### src/common/port_tuning_regs.svh
// offsets, field positions, reset values and masks of the port tuning bank
`ifndef PORT_TUNING_REGS_SVH
`define PORT_TUNING_REGS_SVH

`define OFS_TUNE_A          8'h80
`define OFS_TUNE_B          8'h84
`define OFS_RATE_RST        8'h88
`define OFS_TL_OPT          8'h8C

`define RST_TUNE_A          32'h000F_0000
`define RST_TUNE_B          32'h0000_0000
`define RST_RATE_RST        32'h3308_3333
`define RST_TL_OPT          32'h0079_1894

`define BIT_KEEP_CFG        11
`define BIT_RATE_CHANGE     30
`define BIT_GEN1_ONLY       31
`define BIT_FRAME_FORMAT    0
`define BIT_MW_OVERPASS     5
`define BIT_ORDER_DISABLE   6
`define LSB_ATTEMPTS        8
`define BIT_PORT_DISABLE    10
`define BIT_RESET_SELECT    11
`define LSB_RETRAIN_MIRROR  16

`define WMASK_RATE_RST      32'hC000_0000
`define WMASK_TL_OPT        32'h0000_0060
`define RSVD_TL_OPT         32'h4000_E000
`define PRE_ONLY_EEPROM     32'h0000_0040
`define STRAP_WAIT          2'h3

`endif

### src/common/port_tuning_pkg.sv
// types shared by the port tuning register bank
`default_nettype none
package port_tuning_pkg;

	// origin of a default-value preload
	typedef enum logic [1:0] {SRC_SMBUS, SRC_I2C, SRC_EEPROM} preload_src_t;

	// whole state of the bank
	typedef struct packed {
		logic [31:0] tune_a;
		logic [31:0] tune_b;
		logic [31:0] rate_rst;
		logic [31:0] tl_opt;
		logic        up_s1;
		logic        up_s2;
		logic        is_up;
		logic [1:0]  strap_cnt;
		logic [31:0] rdata;
		logic        rvalid;
		logic        cfg_reset;
		logic        reset_sel;
	} bank_state_t;

endpackage : port_tuning_pkg
`default_nettype wire

### src/rtl/switch_port_tuning_csr_bank.sv
// per-port phy tuning, link-rate and transaction-layer option registers
//
// Overview of operation
// RULE1: smbus, i2c or eeprom preload replaces defaults
// RULE2: 0x80 read-write word, reset 000F0000
// RULE3: 0x84 read-only word, upstream port only
// RULE4: 0x88 bits 29:0 read-only, reset 33083333
// RULE5: 0x88 bit 11 low resets config on link-down
// RULE6: rate change bit 30, gen1-only bit 31 writable
// RULE7: 0x8C option bits read-only with fixed resets
// RULE8: bit 5 overpass disable, upstream-only write
// RULE9: bit 6 stops relaxed ordering, eeprom-only preload
// RULE10: bits 9:8 give rate change attempt count
// RULE11: bit 10 disables the port
// RULE12: bit 11 reset select, upstream only
// RULE13: bits 23:16 mirror, bit 16 stops retrain
// RULE14: reserved bits read zero, writes ignored
`timescale 1ns/1ps
`default_nettype none
`include "port_tuning_regs.svh"

module switch_port_tuning_csr_bank (
	input  wire logic        REF_CLK_I,
	input  wire logic        NRST_I,
	input  wire logic        IS_UPSTREAM_I,
	input  wire logic        UP_LINK_DOWN_I,
	input  wire logic        CFG_WR_I,
	input  wire logic        CFG_RD_I,
	input  wire logic [7:0]  CFG_ADDR_I,
	input  wire logic [31:0] CFG_WDATA_I,
	input  wire logic [3:0]  CFG_BE_I,
	input  wire logic        PRE_WR_I,
	input  wire logic [1:0]  PRE_SRC_I,
	input  wire logic [7:0]  PRE_ADDR_I,
	input  wire logic [31:0] PRE_WDATA_I,
	output logic [31:0]      CFG_RDATA_O,
	output logic             CFG_RVALID_O,
	output logic             CFG_DATA_RESET_O,
	output logic             RATE_CHANGE_CONTROL_O,
	output logic             FIRST_GEN_ONLY_O,
	output logic             WRITE_OVERPASS_DISABLE_O,
	output logic             RELAXED_ORDER_DISABLE_O,
	output logic [1:0]       RATE_CHANGE_ATTEMPTS_O,
	output logic             PORT_DISABLE_O,
	output logic             RESET_SELECT_O,
	output logic             PHY_RETRAIN_DISABLE_O
);

	port_tuning_pkg::bank_state_t st_reg;
	port_tuning_pkg::bank_state_t st_next;
	logic [31:0]                  be_mask;
	logic                         cfg_ok;

	// byte lanes of a config write, blocked until the strap is taken
	assign be_mask = {{8{CFG_BE_I[3]}}, {8{CFG_BE_I[2]}}, {8{CFG_BE_I[1]}}, {8{CFG_BE_I[0]}}};
	assign cfg_ok  = CFG_WR_I && (st_reg.strap_cnt == 2'h0);

	// next state of the whole bank
	always_comb begin
		st_next           = st_reg;
		st_next.up_s1     = IS_UPSTREAM_I;
		st_next.up_s2     = st_reg.up_s1;
		st_next.rvalid    = 1'b0;
		st_next.cfg_reset = 1'b0;

		// port role strap caught after release; sets the rate-change default
		if (st_reg.strap_cnt != 2'h0) begin
			st_next.strap_cnt = st_reg.strap_cnt - 2'h1;
			if (st_reg.strap_cnt == 2'h1) begin
				st_next.is_up                     = st_reg.up_s2;
				st_next.rate_rst[`BIT_RATE_CHANGE] = st_reg.up_s2; // [RULE6]
			end
		end

		// software writes touch only the writable fields
		if (cfg_ok) begin
			unique case (CFG_ADDR_I)
				`OFS_TUNE_A: begin
					st_next.tune_a = (st_reg.tune_a & ~be_mask) | (CFG_WDATA_I & be_mask); // [RULE2]
				end
				`OFS_RATE_RST: begin
					// bits 29:0 stay read-only
					st_next.rate_rst = (st_reg.rate_rst & ~(be_mask & `WMASK_RATE_RST))
						| (CFG_WDATA_I & be_mask & `WMASK_RATE_RST); // [RULE4] [RULE6]
				end
				`OFS_TL_OPT: begin
					// overpass and ordering bits settable from the upstream port only
					if (st_reg.is_up) begin
						st_next.tl_opt = (st_reg.tl_opt & ~(be_mask & `WMASK_TL_OPT))
							| (CFG_WDATA_I & be_mask & `WMASK_TL_OPT); // [RULE7] [RULE8] [RULE9]
					end
				end
				default: begin
				end
			endcase
		end

		// preload overrides each field's default, read-only ones included, except ordering disable when not from eeprom
		if (PRE_WR_I) begin
			unique case (PRE_ADDR_I)
				`OFS_TUNE_A:   st_next.tune_a = PRE_WDATA_I; // [RULE1]
				`OFS_TUNE_B:   st_next.tune_b = PRE_WDATA_I; // [RULE1]
				`OFS_RATE_RST: st_next.rate_rst = PRE_WDATA_I; // [RULE1]
				`OFS_TL_OPT: begin
					// ordering disable only takes an eeprom default
					if (PRE_SRC_I == port_tuning_pkg::SRC_EEPROM) begin
						st_next.tl_opt = PRE_WDATA_I & ~`RSVD_TL_OPT; // [RULE1] [RULE14]
					end else begin
						st_next.tl_opt = ((PRE_WDATA_I & ~`PRE_ONLY_EEPROM)
							| (st_next.tl_opt & `PRE_ONLY_EEPROM)) & ~`RSVD_TL_OPT; // [RULE9]
					end
				end
				default: begin
				end
			endcase
		end

		// upstream link down restores writable config unless kept
		if (UP_LINK_DOWN_I && !st_reg.rate_rst[`BIT_KEEP_CFG]) begin
			st_next.tune_a                       = `RST_TUNE_A; // [RULE5]
			st_next.rate_rst[`BIT_RATE_CHANGE]    = st_reg.is_up;
			st_next.rate_rst[`BIT_GEN1_ONLY]      = 1'b0;
			st_next.tl_opt[`BIT_MW_OVERPASS]      = 1'b0;
			st_next.tl_opt[`BIT_ORDER_DISABLE]    = 1'b0;
			st_next.cfg_reset                    = 1'b1; // [RULE5]
		end

		// read data one cycle after the request; unmapped reads zero
		if (CFG_RD_I) begin
			st_next.rvalid = 1'b1;
			unique case (CFG_ADDR_I)
				`OFS_TUNE_A:   st_next.rdata = st_reg.tune_a;
				`OFS_TUNE_B:   st_next.rdata = st_reg.is_up ? st_reg.tune_b : 32'h0000_0000; // [RULE3]
				`OFS_RATE_RST: st_next.rdata = st_reg.rate_rst;
				`OFS_TL_OPT:   st_next.rdata = st_reg.tl_opt & ~`RSVD_TL_OPT; // [RULE14]
				default:       st_next.rdata = 32'h0000_0000;
			endcase
		end

		// reset select registered so the pin comes straight off a flop
		st_next.reset_sel = st_next.tl_opt[`BIT_RESET_SELECT] & st_next.is_up; // [RULE12]
	end

	// one register stage for the whole bank
	always_ff @(posedge REF_CLK_I or negedge NRST_I) begin
		if (!NRST_I) begin
			st_reg.tune_a    <= `RST_TUNE_A; // [RULE2]
			st_reg.tune_b    <= `RST_TUNE_B; // [RULE3]
			st_reg.rate_rst  <= `RST_RATE_RST; // [RULE4]
			st_reg.tl_opt    <= `RST_TL_OPT; // [RULE7]
			st_reg.up_s1     <= 1'b0;
			st_reg.up_s2     <= 1'b0;
			st_reg.is_up     <= 1'b0;
			st_reg.strap_cnt <= `STRAP_WAIT;
			st_reg.rdata     <= 32'h0000_0000;
			st_reg.rvalid    <= 1'b0;
			st_reg.cfg_reset <= 1'b0;
			st_reg.reset_sel <= 1'b0;
		end else begin
			st_reg <= st_next;
		end
	end

	// outputs are bits of the state flops
	assign CFG_RDATA_O              = st_reg.rdata;
	assign CFG_RVALID_O             = st_reg.rvalid;
	assign CFG_DATA_RESET_O         = st_reg.cfg_reset;
	assign RATE_CHANGE_CONTROL_O    = st_reg.rate_rst[`BIT_RATE_CHANGE];
	assign FIRST_GEN_ONLY_O         = st_reg.rate_rst[`BIT_GEN1_ONLY];
	assign WRITE_OVERPASS_DISABLE_O = st_reg.tl_opt[`BIT_MW_OVERPASS]; // [RULE8]
	assign RELAXED_ORDER_DISABLE_O  = st_reg.tl_opt[`BIT_ORDER_DISABLE]; // [RULE9]
	assign RATE_CHANGE_ATTEMPTS_O   = st_reg.tl_opt[`LSB_ATTEMPTS +: 2]; // [RULE10]
	assign PORT_DISABLE_O           = st_reg.tl_opt[`BIT_PORT_DISABLE]; // [RULE11]
	// downstream ports have no use for the reset select
	assign RESET_SELECT_O           = st_reg.reset_sel; // [RULE12]
	assign PHY_RETRAIN_DISABLE_O    = st_reg.tl_opt[`LSB_RETRAIN_MIRROR]; // [RULE13]
endmodule : switch_port_tuning_csr_bank

`default_nettype wire

### config.mk
export PLATFORM = sky130hd
export DESIGN_NAME = switch_port_tuning_csr_bank
export DESIGN_NICKNAME = d
export VERILOG_FILES = /design/src/common/port_tuning_pkg.sv /design/src/rtl/switch_port_tuning_csr_bank.sv
export VERILOG_INCLUDE_DIRS = /design/src /design/src/common
export SDC_FILE = /design/constraint.sdc
export NUM_CORES = 1
export LEC_CHECK = 0
export BUFFER_PORTS_ARGS = -buffer_cell sky130_fd_sc_hd__buf_2
export CORE_MARGIN = 5
export CORE_UTILIZATION = 55
export DETAILED_ROUTE_END_ITERATION = 7
export PLACE_DENSITY = 0.85
export SYNTH_ARGS = -nofsm -noshare
export SYNTH_HDL_FRONTEND = slang
export SYNTH_SLANG_ARGS = --single-unit
### constraint.sdc
create_clock -name REF_CLK_I -period 2.7 [get_ports REF_CLK_I]
set_input_delay 0.135 -clock REF_CLK_I [delete_from_list [all_inputs] [get_ports REF_CLK_I]]
set_output_delay 0.135 -clock REF_CLK_I [all_outputs]
set_load 0.01 [all_outputs]
==> PnR_summary.wiki <==
{| class="wikitable"
! Metric !! Value
|-
| Max reg flops || 120
|-
| Origin of the critical flop-to-flop path || st_reg[36]
|-
| Number of detailed-route iterations in the first pass || 7
|-
| Inserted Diodes || 0
|-
| Number of standard cells after synthesis || 680
|-
| Half-perimeter wire length of the detailed placement result || about 14 mm
|-
| Total DRC errors in the routed layout || 0
|-
| Achievable frequency || 432 MHz
|-
| Inserted Clock Buffers || 17
|-
| DRC marker count from the first detailed-route iteration || 524
|-
| Type of the tightest min-delay check || input pin to register
|-
| Largest vdd supply drop || 0.000811 V
|-
| Synth top area share || 43.4%
|-
| Placeable core region || 13900 µm²
|-
| Overall die area || between 15000 and 20000 µm²
|-
| Cell with the largest stage delay on the worst path || sky130_fd_sc_hd__nand4_1
|-
| Biggest fanout along the worst timing path || 10
|-
| Fillers || ~1000
|-
| Total wirelength of the detailed-routed design || 21.3 mm
|-
| Critical path required time || about 3.0 ns
|-
| Count of final setup violators || 0
|-
| Async set or reset register ratio after synthesis || 100%
|-
| Initial Utilization || 56.1%
|-
| Global router's overall resource usage || 26.4%
|-
| Std cell rows || 43
|-
| Setup Crit Path Kind || register to register
|-
| Min Tclk post-route || 2.32 ns
|-
| Cell chain of the critical path || inv_1, ha_1, and4bb_2, nand4_1, mux2i_1, a21oi_1
|-
| Slack of the worst reg-to-reg path || 0.38 ns
|-
| Synth Area per Inst || 11.5 µm²
|-
| Type of element capturing the critical path || register
|-
| Status || complete, no violations
|-
| Share of layout cells above drive strength 1 || 37.5%
|-
| Post-synthesis net count || 775
|-
| Fraction of power consumed by combinational cells || 8.0%
|-
| Number of max-slew violations in the final report || 0
|-
| Standby leakage power || 4.70 nW
|-
| Area fraction in compound gates after synthesis || 12.3%
|-
| Proportion of power drawn by flip-flops and latches || about half
|-
| Commonest non-fill, non-tap cells in the layout || 135 x sky130_fd_sc_hd__dfrtp_1, 134 x sky130_fd_sc_hd__buf_2, 90 x sky130_fd_sc_hd__mux2_2, 83 x sky130_fd_sc_hd__nand2_1, 37 x sky130_fd_sc_hd__mux2i_1
|-
| Height of the die || 129 µm
|-
| Top flip-flop cell by instance count after synthesis || sky130_fd_sc_hd__dfrtp_1
|-
| Final instance area || 9260 µm²
|-
| Library cell with the largest summed area after synthesis || sky130_fd_sc_hd__dfrtp_1
|-
| Number of synthesized register bits || 164
|-
| Sw power || 1.20 mW
|-
| Average detailed-routed wire length per instance || 21.5 µm
|-
| Core Util, Final || 66.7%
|-
| Capturing point of the worst reg2reg path || st_reg[136]
|-
| End point of the worst hold path || st_reg[140]
|-
| EDFF count, synth || 0
|-
| CTS clk-pin slew, worst paths || roughly 0.06 ns
|-
| Leading cell type in the layout, fill and taps excluded || sky130_fd_sc_hd__dfrtp_1
|-
| Post-CTS Repair Setup Buffers || 0
|-
| Sequential cell area fraction in the yosys report || 53.1%
|-
| Net switching fraction of the power || around 23%
|-
| Min Hold Slack || roughly 0.014 ns
|-
| MaxCap Viol Count || 0
|-
| Later-pin clock latency in the skew report || 0.43 ns
|-
| RSZ-0062 raised after global routing || no
|-
| Hold path startpoint || CFG_WDATA_I[4]
|-
| Number of routed nets with antenna violations || 0
|-
| Delay of the slowest cell on the worst path || approximately 0.56 ns
|-
| Startpoint Class || register
|-
| Worst EP arrival || ~2.6 ns
|-
| Number of gates resized after cts || 0
|-
| Area fraction in and, or, nand and nor cells after synthesis || 9.78%
|-
| Total grt overflow || 0
|-
| Path depth of the worst reg2reg path || 6
|-
| Number of endpoints with negative hold slack in the final report || 0
|-
| Setup crit start || st_reg[36]
|-
| Number of nets in the final layout || 892
|-
| Distinct cell type count after synthesis || 46
|-
| Relative contribution of the clock network to total power || 43.4%
|-
| Internal power summed over all cells || 4.11 mW
|-
| Port Buffer Count || 135
|-
| Fin Clk Skew || ~0.006 ns
|-
| Synthesis-to-layout area growth || 18.8%
|-
| Initial antenna violation count || 0
|-
| Netlist area before placement || 7790 µm²
|-
| Cell types occupying the most area after synthesis || sky130_fd_sc_hd__dfrtp_1 43%, sky130_fd_sc_hd__mux2_2 13%, sky130_fd_sc_hd__dfstp_2 9.8%
|-
| First-pass GRT wire length || ~34 mm
|-
| Setup TNS || 0 ns
|-
| Routability cong. || 0.912
|-
| H-Tree Level Count || 4
|-
| Min-Delay Path Depth || 3
|-
| Multiplexer fraction of the synthesized cell area || 17.8%
|-
| Clock tree from TritonCTS || done
|-
| Largest net degree at the start of global routing || 90
|-
| Crit-path leading delay family || simple AND/OR/NAND/NOR gates
|-
| Number of placed I/O pins || 136
|-
| Yosys warning total || 0
|-
| Number of global-route vias before repair || 6617
|-
| Buffers & Inverters on Critical Path || 1
|-
| Transition time at the pin with the least slew margin || 1.16 ns
|-
| Share of the cycle needed by the critical path after routing || 85.8%
|-
| Die outline width || around 130 µm
|-
| Clock net sink count || 164
|-
| Main combinational cell family by area after synthesis || multiplexers
|-
| Power density cells || 573 nW/µm²
|-
| Via-per-instance ratio || 6.20
|-
| Number of vias after detailed routing || slightly above 6000
|-
| Post-Synth Adder-Cell Area || 0.321%
|-
| Share of the synthesized netlist area taken by xor and xnor gates || 0.112%
|-
| Max-Slew Margin vs Limit || 22.7%
|-
| CTS root buf || sky130_fd_sc_hd__clkbuf_16
|-
| Largest buffer count on any clock path || 2
|-
| Placement Cell Area || 8370 µm²
|}
Yosys cell counts, types with 2 or more instances:
cell and instances:
sky130_fd_sc_hd__clkbuf_1 26, sky130_fd_sc_hd__and4bb_2 2, sky130_fd_sc_hd__nand2_1 84, sky130_fd_sc_hd__ha_1 2, sky130_fd_sc_hd__a31oi_1 5, sky130_fd_sc_hd__or4_1 2, sky130_fd_sc_hd__mux2i_1 37, sky130_fd_sc_hd__dfrtp_1 135
sky130_fd_sc_hd__and4_1 3, sky130_fd_sc_hd__a22oi_1 32, sky130_fd_sc_hd__nand4_1 5, sky130_fd_sc_hd__nor3b_1 2, sky130_fd_sc_hd__and3_1 2, sky130_fd_sc_hd__o21ai_1 21, sky130_fd_sc_hd__nor2b_1 2, sky130_fd_sc_hd__or3_1 3
sky130_fd_sc_hd__inv_1 7, sky130_fd_sc_hd__a21oi_1 31, sky130_fd_sc_hd__dfstp_2 29, sky130_fd_sc_hd__buf_2 19, sky130_fd_sc_hd__a221o_1 28, sky130_fd_sc_hd__a311oi_1 4, sky130_fd_sc_hd__nor3_1 30, sky130_fd_sc_hd__nor2_1 5
sky130_fd_sc_hd__o21ai_0 18, sky130_fd_sc_hd__buf_4 35, sky130_fd_sc_hd__buf_6 2, sky130_fd_sc_hd__nand3_1 2, sky130_fd_sc_hd__mux2_2 90
power groups by stage:
stage	combinational, mW	sequential (mW)	clock, mW
4_1_cts	0.421	2.58	2.31
5_1_grt	0.460	2.59	2.44
6_report	0.423	2.58	2.30
2_1_floorplan	0.171	2.61	0
3_5_place_dp	0.382	2.62	0
3_3_place_gp	0.366	2.61	0
final cells by class:
| type | instances | area, µm² | share of cell area (%) |
|---|---|---|---|
| inverter | 8 | 30.0 | 0.324 |
| sequential | 164 | 4140 | 44.7 |
| clock inverter | 5 | 50.0 | 0.541 |
| timing repair buffer | 181 | 1140 | 12.4 |
| multi-input combinational | 425 | 3150 | 34.1 |
| tap | 180 | 225 | 2.43 |
| clock buffer | 27 | 513 | 5.54 |
worst reg2reg max path: cells and delay by family (launching register included):
family / cells / cell delay (ns)
DFF: 1 / 0.36
and+or+nand+nor: 2 / 0.95
AOI/OAI and AO/OA: 1 / 0.10
muxes: 1 / 0.41
buffers and inverters: 1 / 0.09
adders and majority gates: 1 / 0.26
cell families after synthesis:
| group | count (synthesis) |
|---|---|
| xor gates and xnor gates | 1 |
| DFF | 164 |
| adders and majority gates | 2 |
| AOI/OAI and AO/OA | 142 |
| and+or+nand+nor | 153 |
| buffers and inverters | 91 |
| muxes | 127 |
worst max path at each step:
stage                     depth (start not counted)           to
final                                             6  st_reg[136]
after global routing                              6  st_reg[136]
after CTS                                         6  st_reg[151]
after detailed placement                          6  st_reg[151]
after global placement                            6  st_reg[146]
after floorplan                                   7  st_reg[136]
metal layers:
metal	up-vias	GRT usage, %	share of wire (%)
met5	-	0	0
met4	0	11.6	2.5
met3	52	8.41	8.8
met2	312	43.8	50
met1	3099	31.7	39
li1	2671	-	-
repair_timing:
item | CTS | global route
endpoints found under the hold margin | 97 | 0
hold buffers | 32 | 0
endpoints found under the setup margin | 0 | 0
through the flow:
step | setup WS, ns | power, mW | cells
after floorplan | 0.738 | 2.78 | 680
after global placement | 0.602 | 2.98 | 926
after detailed placement | 0.408 | 3.00 | 926
after CTS | 0.386 | 5.31 | 990
after global routing | 0.239 | 5.48 | 990
final | 0.385 | 5.31 | 990
No activity file was read; power rests on OpenSTA's default activity.
